[src/rfl_pkg.sv]
// Summary of operation
// Limiter on: hold requests that push outstanding FLITs over threshold.
// Threshold equals four times the limiter field in bits 9 down to 2.
// Send requests only while retry buffer space and flow tokens exist.
// Client requests only when it can take the response at any time.
// Backpressure a request by driving request_port_ready low.
// Software sets the field near 150; lower cuts latency and throughput.
// Limiter register at 0x1C exists only in full-width builds.
// A source's enable bit lets its status raise irq, under global enable.
// Global enable off keeps irq low; on lets enabled sources drive it.
// Writing 1 to a status bit clears it; writing 0 leaves it.
// Uncorrectable response queue ECC error sets status bit 15.
// Correctable response queue ECC error sets bit 14 and is corrected.
// Low fatal-error input from memory sets status bit 13.
// Uncorrectable retry buffer ECC error sets status bit 12.
// Correctable retry buffer ECC error sets bit 11 and is corrected.
// ECC status bits 11, 12, 14, 15 work only with the ECC build option.
// Limiter enable and threshold field read zero after reset.
// Count outstanding FLITs: add on request sent, subtract on response.
`default_nettype none
package rfl_pkg;
	// ****************
	// Register map
	// ****************
	localparam logic [7:0] ADDR_LIMIT = 8'h1C;
	localparam logic [7:0] ADDR_STATUS = 8'h20;
	localparam logic [7:0] ADDR_IRQ_EN = 8'h24;
	localparam logic [7:0] ADDR_GLOBAL_EN = 8'h28;
	localparam logic [7:0] ADDR_IRQ_CLR = 8'h2C;
	localparam logic [7:0] ADDR_OUTSTANDING = 8'h30;
	// ****************
	// Fields
	// ****************
	localparam int LIMIT_EN_BIT = 31;
	localparam int THR_LSB = 2;
	localparam int THR_MSB = 9;
	localparam int THR_W = 8;
	localparam int CNT_W = 12;
	localparam int LEN_W = 4;
	localparam int ST_RSPQ_UNCORR = 15;
	localparam int ST_RSPQ_CORR = 14;
	localparam int ST_FERR = 13;
	localparam int ST_RTRY_UNCORR = 12;
	localparam int ST_RTRY_CORR = 11;
	localparam int ST_LSB = 11;
	localparam int ST_W = 5;
	localparam logic [4:0] ST_ECC_MASK = 5'h1B;
	// ****************
	// Reset values
	// ****************
	localparam logic RST_LIMIT_EN = 1'b0;
	localparam logic [7:0] RST_THR = 8'h00;
	localparam logic [4:0] RST_STATUS = 5'h00;
	localparam logic [4:0] RST_IRQ_EN = 5'h00;
	localparam logic RST_GLOBAL_EN = 1'b0;
	localparam logic [11:0] RST_CNT = 12'h000;
	localparam logic [31:0] RD_ZERO = 32'h0000_0000;
endpackage
`default_nettype wire

[src/rfl_ctrl.sv]
// Implementation choice: the plain strobed port.
`default_nettype none
module rfl_ctrl #(
	parameter bit FULL_WIDTH = 1'b1,
	parameter bit ECC_EN = 1'b1
) (
	input wire logic clock,
	input wire logic nrst,
	input wire logic [7:0] reg_addr,
	input wire logic [31:0] reg_wdata,
	input wire logic reg_wr,
	input wire logic reg_rd,
	output logic [31:0] reg_rdata,
	input wire logic req_valid,
	input wire logic [3:0] req_rsp_flits,
	output logic request_port_ready,
	input wire logic retry_space_ok,
	input wire logic token_ok,
	input wire logic rsp_valid,
	input wire logic [3:0] rsp_flits,
	input wire logic rspq_ecc_uncorr,
	input wire logic rspq_ecc_corr,
	input wire logic rtry_ecc_uncorr,
	input wire logic rtry_ecc_corr,
	input wire logic mem_fatal_n,
	output logic irq
);
	// ****************
	// Registers
	// ****************
	logic limit_en;
	logic [rfl_pkg::THR_W-1:0] thr_field;
	logic [rfl_pkg::ST_W-1:0] status;
	logic [rfl_pkg::ST_W-1:0] irq_en;
	logic global_en;
	logic [rfl_pkg::CNT_W-1:0] outstanding;
	logic [rfl_pkg::CNT_W-1:0] threshold;
	logic [rfl_pkg::CNT_W-1:0] next_outstanding;
	logic [rfl_pkg::CNT_W-1:0] projected;
	logic [rfl_pkg::ST_W-1:0] events;
	logic [rfl_pkg::ST_W-1:0] clr_mask;
	logic [rfl_pkg::ST_W-1:0] next_status;
	logic req_sent;
	logic over_limit;
	logic wr_limit;
	logic wr_status;
	logic wr_clr;

	assign wr_limit = reg_wr && FULL_WIDTH
		&& (reg_addr == rfl_pkg::ADDR_LIMIT);
	assign wr_status = reg_wr && (reg_addr == rfl_pkg::ADDR_STATUS);
	assign wr_clr = reg_wr && (reg_addr == rfl_pkg::ADDR_IRQ_CLR);

	// ****************
	// Limiter control
	// ****************
	always_ff @(posedge clock) begin
		if (!nrst) begin
			limit_en <= rfl_pkg::RST_LIMIT_EN;
			thr_field <= rfl_pkg::RST_THR;
		end else if (wr_limit) begin
			limit_en <= reg_wdata[rfl_pkg::LIMIT_EN_BIT];
			thr_field <= reg_wdata[rfl_pkg::THR_MSB:rfl_pkg::THR_LSB];
		end
	end

	// Four times the field
	assign threshold = {2'b00, thr_field, 2'b00};

	// ****************
	// Request gating
	// ****************
	assign projected = outstanding + {8'h00, req_rsp_flits};
	assign over_limit = limit_en && (projected > threshold);
	// Responses are never throttled, client guarantees room
	always_comb begin
		request_port_ready = retry_space_ok && token_ok;
		if (over_limit) begin
			request_port_ready = 1'b0;
		end
	end
	assign req_sent = req_valid && request_port_ready;

	// ****************
	// Outstanding FLIT count
	// ****************
	always_comb begin
		next_outstanding = outstanding;
		if (req_sent) begin
			next_outstanding = next_outstanding + {8'h00, req_rsp_flits};
		end
		if (rsp_valid) begin
			if (next_outstanding > {8'h00, rsp_flits}) begin
				next_outstanding = next_outstanding - {8'h00, rsp_flits};
			end else begin
				next_outstanding = rfl_pkg::RST_CNT;
			end
		end
	end

	always_ff @(posedge clock) begin
		if (!nrst) begin
			outstanding <= rfl_pkg::RST_CNT;
		end else begin
			outstanding <= next_outstanding;
		end
	end

	// ****************
	// Interrupt status
	// ****************
	assign events[rfl_pkg::ST_RSPQ_UNCORR-rfl_pkg::ST_LSB] =
		rspq_ecc_uncorr;
	assign events[rfl_pkg::ST_RSPQ_CORR-rfl_pkg::ST_LSB] = rspq_ecc_corr;
	assign events[rfl_pkg::ST_FERR-rfl_pkg::ST_LSB] = !mem_fatal_n;
	assign events[rfl_pkg::ST_RTRY_UNCORR-rfl_pkg::ST_LSB] =
		rtry_ecc_uncorr;
	assign events[rfl_pkg::ST_RTRY_CORR-rfl_pkg::ST_LSB] = rtry_ecc_corr;

	always_comb begin
		clr_mask = '0;
		if (wr_status || wr_clr) begin
			clr_mask = reg_wdata[rfl_pkg::ST_RSPQ_UNCORR:rfl_pkg::ST_LSB];
		end
	end

	// Per bit: set beats clear; ECC bits dead without option
	genvar gi;
	generate
		for (gi = 0; gi < rfl_pkg::ST_W; gi++) begin : g_status
			always_comb begin
				next_status[gi] = status[gi] && !clr_mask[gi];
				if (events[gi] && (ECC_EN || !rfl_pkg::ST_ECC_MASK[gi])) begin
					next_status[gi] = 1'b1;
				end
			end
		end
	endgenerate

	always_ff @(posedge clock) begin
		if (!nrst) begin
			status <= rfl_pkg::RST_STATUS;
		end else begin
			status <= next_status;
		end
	end

	always_ff @(posedge clock) begin
		if (!nrst) begin
			irq_en <= rfl_pkg::RST_IRQ_EN;
			global_en <= rfl_pkg::RST_GLOBAL_EN;
		end else if (reg_wr && (reg_addr == rfl_pkg::ADDR_IRQ_EN)) begin
			irq_en <= reg_wdata[rfl_pkg::ST_RSPQ_UNCORR:rfl_pkg::ST_LSB];
		end else if (reg_wr && (reg_addr == rfl_pkg::ADDR_GLOBAL_EN)) begin
			global_en <= reg_wdata[0];
		end
	end

	assign irq = global_en && |(status & irq_en);

	// ****************
	// Read port
	// ****************
	always_ff @(posedge clock) begin
		if (!nrst) begin
			reg_rdata <= rfl_pkg::RD_ZERO;
		end else if (!reg_rd) begin
			reg_rdata <= rfl_pkg::RD_ZERO;
		end else begin
			reg_rdata <= rfl_pkg::RD_ZERO;
			unique case (reg_addr)
				rfl_pkg::ADDR_LIMIT: begin
					if (FULL_WIDTH) begin
						reg_rdata[rfl_pkg::LIMIT_EN_BIT] <= limit_en;
						reg_rdata[rfl_pkg::THR_MSB:rfl_pkg::THR_LSB] <= thr_field;
					end
				end
				rfl_pkg::ADDR_STATUS: begin
					reg_rdata[rfl_pkg::ST_RSPQ_UNCORR:rfl_pkg::ST_LSB] <= status;
				end
				rfl_pkg::ADDR_IRQ_EN: begin
					reg_rdata[rfl_pkg::ST_RSPQ_UNCORR:rfl_pkg::ST_LSB] <= irq_en;
				end
				rfl_pkg::ADDR_GLOBAL_EN: begin
					reg_rdata[0] <= global_en;
				end
				rfl_pkg::ADDR_OUTSTANDING: begin
					reg_rdata[rfl_pkg::CNT_W-1:0] <= outstanding;
				end
				default: begin
					reg_rdata <= rfl_pkg::RD_ZERO;
				end
			endcase
		end
	end

	// ****************
	// Checks
	// ****************
	property p_limit_block;
		@(posedge clock) disable iff (!nrst)
		(limit_en && (projected > threshold)) |-> !request_port_ready;
	endproperty
	a_limit_block: assert property (p_limit_block)
		else $error("request passed over the FLIT limit");

	property p_threshold;
		@(posedge clock) disable iff (!nrst)
		wr_limit |=> (threshold ==
			{2'b00, $past(reg_wdata[rfl_pkg::THR_MSB:rfl_pkg::THR_LSB]), 2'b00});
	endproperty
	a_threshold: assert property (p_threshold)
		else $error("threshold not four times field");

	property p_resources;
		@(posedge clock) disable iff (!nrst)
		request_port_ready |-> (retry_space_ok && token_ok);
	endproperty
	a_resources: assert property (p_resources)
		else $error("ready without retry space or tokens");

	property p_half_width;
		@(posedge clock) disable iff (!nrst)
		(!FULL_WIDTH && reg_rd && reg_addr == rfl_pkg::ADDR_LIMIT)
		|=> (reg_rdata == rfl_pkg::RD_ZERO);
	endproperty
	a_half_width: assert property (p_half_width)
		else $error("limiter register visible in half width");

	property p_irq_src;
		@(posedge clock) disable iff (!nrst)
		(global_en && |(status & irq_en)) |-> irq;
	endproperty
	a_irq_src: assert property (p_irq_src)
		else $error("enabled source did not raise irq");

	property p_irq_global;
		@(posedge clock) disable iff (!nrst)
		!global_en |-> !irq;
	endproperty
	a_irq_global: assert property (p_irq_global)
		else $error("irq raised with global enable off");

	property p_w1c;
		@(posedge clock) disable iff (!nrst)
		(wr_status && reg_wdata[15] && !rspq_ecc_uncorr) |=> !status[4];
	endproperty
	a_w1c: assert property (p_w1c)
		else $error("write one did not clear status");

	property p_fatal;
		@(posedge clock) disable iff (!nrst)
		!mem_fatal_n |=> status[2] [*1];
	endproperty
	a_fatal: assert property (p_fatal)
		else $error("fatal pin did not set status");

	property p_ecc_off;
		@(posedge clock) disable iff (!nrst)
		!ECC_EN |-> ((status & rfl_pkg::ST_ECC_MASK) == 5'h00);
	endproperty
	a_ecc_off: assert property (p_ecc_off)
		else $error("ECC status set without ECC option");

	property p_reset_limit;
		@(posedge clock)
		!nrst |=> (!limit_en && thr_field == rfl_pkg::RST_THR);
	endproperty
	a_reset_limit: assert property (p_reset_limit)
		else $error("limiter not cleared by reset");

	property p_count;
		@(posedge clock) disable iff (!nrst)
		(req_sent && !rsp_valid) |=>
			(outstanding == $past(outstanding) + {8'h00, $past(req_rsp_flits)});
	endproperty
	a_count: assert property (p_count)
		else $error("outstanding count not raised by request");

	property p_count_rsp;
		@(posedge clock) disable iff (!nrst)
		(rsp_valid && !req_sent && outstanding >= {8'h00, rsp_flits})
		|=> (outstanding == $past(outstanding) - {8'h00, $past(rsp_flits)});
	endproperty
	a_count_rsp: assert property (p_count_rsp)
		else $error("outstanding count not lowered by response");

	property p_backpressure;
		@(posedge clock) disable iff (!nrst)
		(!retry_space_ok || !token_ok || over_limit) |-> !request_port_ready;
	endproperty
	a_backpressure: assert property (p_backpressure)
		else $error("ready high while request must be held");

	property p_ready_free;
		@(posedge clock) disable iff (!nrst)
		(!limit_en && retry_space_ok && token_ok) |-> request_port_ready;
	endproperty
	a_ready_free: assert property (p_ready_free)
		else $error("ready low with resources and limiter off");

	property p_rspq_uncorr;
		@(posedge clock) disable iff (!nrst)
		(ECC_EN && rspq_ecc_uncorr)
		|=> status[rfl_pkg::ST_RSPQ_UNCORR-rfl_pkg::ST_LSB];
	endproperty
	a_rspq_uncorr: assert property (p_rspq_uncorr)
		else $error("response queue uncorrectable flag not set");

	property p_rspq_corr;
		@(posedge clock) disable iff (!nrst)
		(ECC_EN && rspq_ecc_corr)
		|=> status[rfl_pkg::ST_RSPQ_CORR-rfl_pkg::ST_LSB];
	endproperty
	a_rspq_corr: assert property (p_rspq_corr)
		else $error("response queue correctable flag not set");

	property p_rtry_uncorr;
		@(posedge clock) disable iff (!nrst)
		(ECC_EN && rtry_ecc_uncorr)
		|=> status[rfl_pkg::ST_RTRY_UNCORR-rfl_pkg::ST_LSB];
	endproperty
	a_rtry_uncorr: assert property (p_rtry_uncorr)
		else $error("retry buffer uncorrectable flag not set");

	property p_rtry_corr;
		@(posedge clock) disable iff (!nrst)
		(ECC_EN && rtry_ecc_corr)
		|=> status[rfl_pkg::ST_RTRY_CORR-rfl_pkg::ST_LSB];
	endproperty
	a_rtry_corr: assert property (p_rtry_corr)
		else $error("retry buffer correctable flag not set");

	property p_clr_alias;
		@(posedge clock) disable iff (!nrst)
		(wr_clr && reg_wdata[rfl_pkg::ST_RTRY_UNCORR] && !rtry_ecc_uncorr)
		|=> !status[rfl_pkg::ST_RTRY_UNCORR-rfl_pkg::ST_LSB];
	endproperty
	a_clr_alias: assert property (p_clr_alias)
		else $error("clear register did not clear status");

	property p_rd_status;
		@(posedge clock) disable iff (!nrst)
		(reg_rd && reg_addr == rfl_pkg::ADDR_STATUS)
		|=> (reg_rdata[rfl_pkg::ST_RSPQ_UNCORR:rfl_pkg::ST_LSB] == $past(status));
	endproperty
	a_rd_status: assert property (p_rd_status)
		else $error("status read data wrong");

	property p_irq_quiet;
		@(posedge clock) disable iff (!nrst)
		!(|(status & irq_en)) |-> !irq;
	endproperty
	a_irq_quiet: assert property (p_irq_quiet)
		else $error("irq raised with no enabled source");

	property p_reset_irq;
		@(posedge clock)
		!nrst |=> !irq;
	endproperty
	a_reset_irq: assert property (p_reset_irq)
		else $error("irq raised after reset");

	c_blocked: cover property (@(posedge clock) disable iff (!nrst)
		req_valid && over_limit);
	c_irq: cover property (@(posedge clock) disable iff (!nrst)
		$rose(irq));
	c_clear: cover property (@(posedge clock) disable iff (!nrst)
		irq ##1 wr_status ##1 !irq);
	c_limited_pass: cover property (@(posedge clock) disable iff (!nrst)
		limit_en && req_sent);
	c_set_wins: cover property (@(posedge clock) disable iff (!nrst)
		wr_status && !mem_fatal_n && reg_wdata[rfl_pkg::ST_FERR]);
endmodule
`default_nettype wire

[config.mk]
export PLATFORM = sky130hd
export DESIGN_NAME = rfl_ctrl
export DESIGN_NICKNAME = d
export VERILOG_FILES = /design/src/rfl_pkg.sv /design/src/rfl_ctrl.sv
export SDC_FILE = /design/constraint.sdc
export NUM_CORES = 1
export LEC_CHECK = 0
export CORE_AREA = 2 2 88 90
export CTS_BUF_LIST = sky130_fd_sc_hd__clkbuf_16
export CTS_CLUSTER_SIZE = 30
export DETAILED_ROUTE_END_ITERATION = 16
export DIE_AREA = 0 0 90 92
export DONT_BUFFER_PORTS = 1
export SKIP_LAST_GASP = 1
export SYNTH_ARGS = -nofsm -noshare
export SYNTH_HDL_FRONTEND = slang
export SYNTH_SLANG_ARGS = --single-unit
[constraint.sdc]
create_clock -name clock -period 7.2 [get_ports clock]
set_input_delay 0.72 -clock clock [delete_from_list [all_inputs] [get_ports clock]]
set_output_delay 0.72 -clock clock [all_outputs]
set_load 0.01 [all_outputs]
==> metrics.md <==
| Metric | Value |
|---|---|
| Peak Freq | `164 MHz` |
| DRC | `0` |
| DIE AREA | `8280 um2` |
| PortBufs | `0` |
| # IOs | `95` |
| CTS H-tree lvls | `2` |
| Post-CTS setup buffers | `0` |
| RSZ-0062 raised after global routing | `false` |
| First-pass GRT wire length | `12.0 mm` |
| Setup crit end kind | `flop` |
| Post-synth top flop | `dfxtp_1` |
| Max Root-Sink Buffers | `2` |
| Sequential fraction of the synthesis area | `30.8%` |
| PwrDens | `334 nW/um2` |
| Peak VDD IR | `0.000150 V` |
| TNS Setup | `0 ps` |
| Period minus WS final | `6090 ps` |
| CP startpoint kind | `primary input` |
| Req. time, crit path | `7410 ps` |
| Reg area | `981 um2` |
| Diodes inserted | `0` |
| Finished Layout Cells | `466` |
| Final Cycle Share | `84.6%` |
| Vias per std cell | `5.50` |
| Largest delay share family, worst path | `compound AO/OA/AOI/OAI gates` |
| Syn. warnings | `0` |
| Area Overhead vs Synth | `5.77%` |
| CP Data Arrival Time | `6300 ps` |
| Max Slew Vio Count | `0` |
| Cells after Synth | `369` |
| GRT Total Usage | `17.9%` |
| CP Class | `in -> reg` |
| Vias | `2561` |
| Status | `completed` |
| Worst path bufs/invs | `2` |
| Core footprint | `7450 um2` |
| Post-layout net count | `442` |
| Detailed Route Iter0 Violations | `143` |
| CTS root buffer | `clkbuf_16` |
| Clock Latency Late Sink | `290 ps` |
| Fillers | `764` |
| Average size of a mapped cell | `8.64 um2` |
| Die width | `90 um` |
| Wire per inst | `15.7 um` |
| Max stage delay on crit path | `500 ps` |
| Slowest CP cell | `a2111oi_2` |
| Worst Tran Pin Value | `666 ps` |
| CTS hold repair buffers | `0` |
| Worst Hold Class | `reg -> reg` |
| Final hold vios | `0` |
| Antenna violations before repair | `0` |
| Gpl congestion | `0.857` |
| Rel. slew slack | `55.5%` |
| Post-synth EDFFs | `0` |
| Leak Pwr | `1.32 nW` |
| Row count | `32` |
| Initial Util | `42.8%` |
| Post-route ant nets | `0` |
| Yosys cell types | `64` |
| # setup viols final | `0` |
| Worst-path clk slew | `70 ps` |
| Die span in y | `92 um` |
| Largest net degree at the start of global routing | `29` |
| Final HPWL DP | `5.66 mm` |
| Post-cts repair resize count | `0` |
| Share of flip-flops with an asynchronous set or reset | `0%` |
| Yosys reg bits | `49` |
| Inst Count DP | `458` |
| CTS tree | `done` |
| Gr ovfl total | `0` |
| Crit-path cells | `ha_1 -> fa_1 -> a211oi_2 -> nor2_1 -> and3_1 -> xor2_1 -> ha_1 -> nand2_1 -> o32ai_1 -> a311oi_2 -> a211oi_2 -> buf_4 -> mux2i_1 -> inv_1 -> ha_1 -> nor2b_1 -> o21ai_1 -> nand2b_1 -> a21oi_1 -> o2111ai_1 -> a2111oi_2 -> xnor2_1 -> a211oi_2` |
| Skew final | `7.22 ps` |
| Cell Area, Synth | `3190 um2` |
| WL final | `7.31 mm` |
| Clock Sinks | `49` |
| Pre-Repair DR Iteration Count | `4` |
| Max cap viols | `0` |
| Fraction of layout instances using a drive strength above 1 | `7.42%` |
| Multi-input logic area | `2000 um2` |
| Number of global-route vias before repair | `2413` |
| CTS Buf Count | `5` |
| Crit path max fanout | `12` |
==> state kept, by name (all words and copies together) (netlist names) <==
signal,flops
outstanding,12
thr_field,8
global_en,1
status,5
reg_rdata,17
limit_en,1
irq_en,5
==> worst reg2reg max path: stages (launching register included) <==
cell and delay, ps:
dfxtp_1 330, ha_1 240, fa_1 450, a211oi_2 370, nor2_1 150, and3_1 250
xor2_1 150, ha_1 300, nand2_1 50, o32ai_1 380, a311oi_2 160, a211oi_2 260
buf_4 230, mux2i_1 400, inv_1 90, ha_1 300, nor2b_1 130, o21ai_1 110
nand2b_1 100, a21oi_1 240, o2111ai_1 380, a2111oi_2 510, xnor2_1 150, a211oi_2 190
==> cells by family (layout without fill, tap and decap cells) <==
group           count (synthesis)  after routing  synth area share (%)
mux                            14             14                  4.44
compound gates                 83             83                  21.4
xor+xnor                       22             22                  6.05
simple gates                  134            134                  21.6
fa+ha+maj                      18             18                  7.54
buf+inv                        48             29                  8.05
flops                          49             49                  30.8
other cells                     1             15                 0.118
==> power breakdown <==
part / total (mW) / internal [mW] / switching, mW / leakage [nW]
clock: 0.267 / 0.163 / 0.104 / 0.0775
sequential: 0.361 / 0.300 / 0.0603 / 0.398
combinational: 0.499 / 0.216 / 0.283 / 0.840
==> metal layers <==
metal / global-route usage (%) / vias to the layer above / wire (um)
met5: 0 / - / 0
met1: 22.6 / 1190 / 3270
met3: 5.09 / 11 / 498
met4: 5.51 / 0 / 127
met2: 29.7 / 83 / 3410
li1: - / 1277 / -
==> cell usage in the layout (no fill, tap or decap), types with 6 or more instances in the layout <==
master,n
dfxtp_1,49
nor2_1,36
nand2_1,35
xnor2_1,17
inv_1,16
nand3_1,16
ha_1,16
a21oi_1,15
conb_1,15
mux2i_1,13
a22o_1,8
nand2b_1,7
a211oi_1,6
a22oi_1,6
==> Yosys cell counts, types with 2 or more instances <==
cell / count / share of area (%)
mux2i_1: 13 / 4.1
and2_1: 5 / 0.98
ha_1: 16 / 6.3
nor3b_1: 3 / 0.71
o21ai_0: 5 / 0.79
nand2_1: 35 / 4.1
inv_1: 16 / 1.9
buf_2: 4 / 0.63
nand3b_1: 5 / 1.2
a31oi_1: 2 / 0.39
buf_4: 17 / 4.0
xor2_1: 5 / 1.4
dfxtp_1: 49 / 31
o31ai_1: 2 / 0.47
nor2b_1: 4 / 0.79
a21oi_1: 15 / 2.4
nand2b_1: 7 / 1.4
and3_1: 4 / 0.79
a21o_1: 4 / 0.94
o21ai_1: 5 / 0.79
clkbuf_1: 9 / 1.1
nor4_1: 2 / 0.39
a2111oi_2: 2 / 0.94
nand3_1: 16 / 2.5
a211oi_2: 4 / 1.6
fa_1: 2 / 1.3
a22oi_1: 6 / 1.4
nor3_1: 2 / 0.31
a211o_1: 2 / 0.55
nand4_1: 5 / 0.98
a22o_1: 8 / 2.2
a221oi_1: 3 / 0.82
o22ai_1: 2 / 0.39
o2111ai_1: 2 / 0.55
xnor2_1: 17 / 4.7
or3_1: 3 / 0.59
nor2_1: 36 / 4.2
a211oi_1: 6 / 1.4
==> per-stage QoR <==
stage / worst slack (ps) / utilization [%] / hold WS, ps / total power [mW] / area [um2]
3_5_place_dp: 878 / 43.0 / 465 / 0.859 / 3200
4_1_cts: 1120 / 45.3 / 475 / 1.13 / 3370
6_report: 1110 / 45.3 / 475 / 1.13 / 3370
5_1_grt: 734 / 45.3 / 485 / 1.20 / 3370
2_1_floorplan: 1690 / - / 434 / 0.774 / 3240
3_3_place_gp: 934 / 43.0 / 463 / 0.852 / 3200
==> layout make-up <==
cell class              count  share of cell area, %
multi-input cells         286                   59.4
flip-flops and latches     49                   29.1
well taps                 102                   3.79
clock buffers               5                   3.71
inverters                  17                   1.89
clock inverters             3                   1.22
repair buffers              4                  0.891
==> final timing paths <==
kind	startpoint	to	slack, ps	depth (start not counted)
hold reg to reg	irq_en[3]	irq_en[3]	470	2
hold / removal	irq_en[3]	irq_en[3]	470	2
setup reg to reg	outstanding[0]	outstanding[11]	1200	23
setup / recovery	req_rsp_flits[0]	outstanding[11]	1110	23
Note: power is estimated with default switching activity, not from simulation.
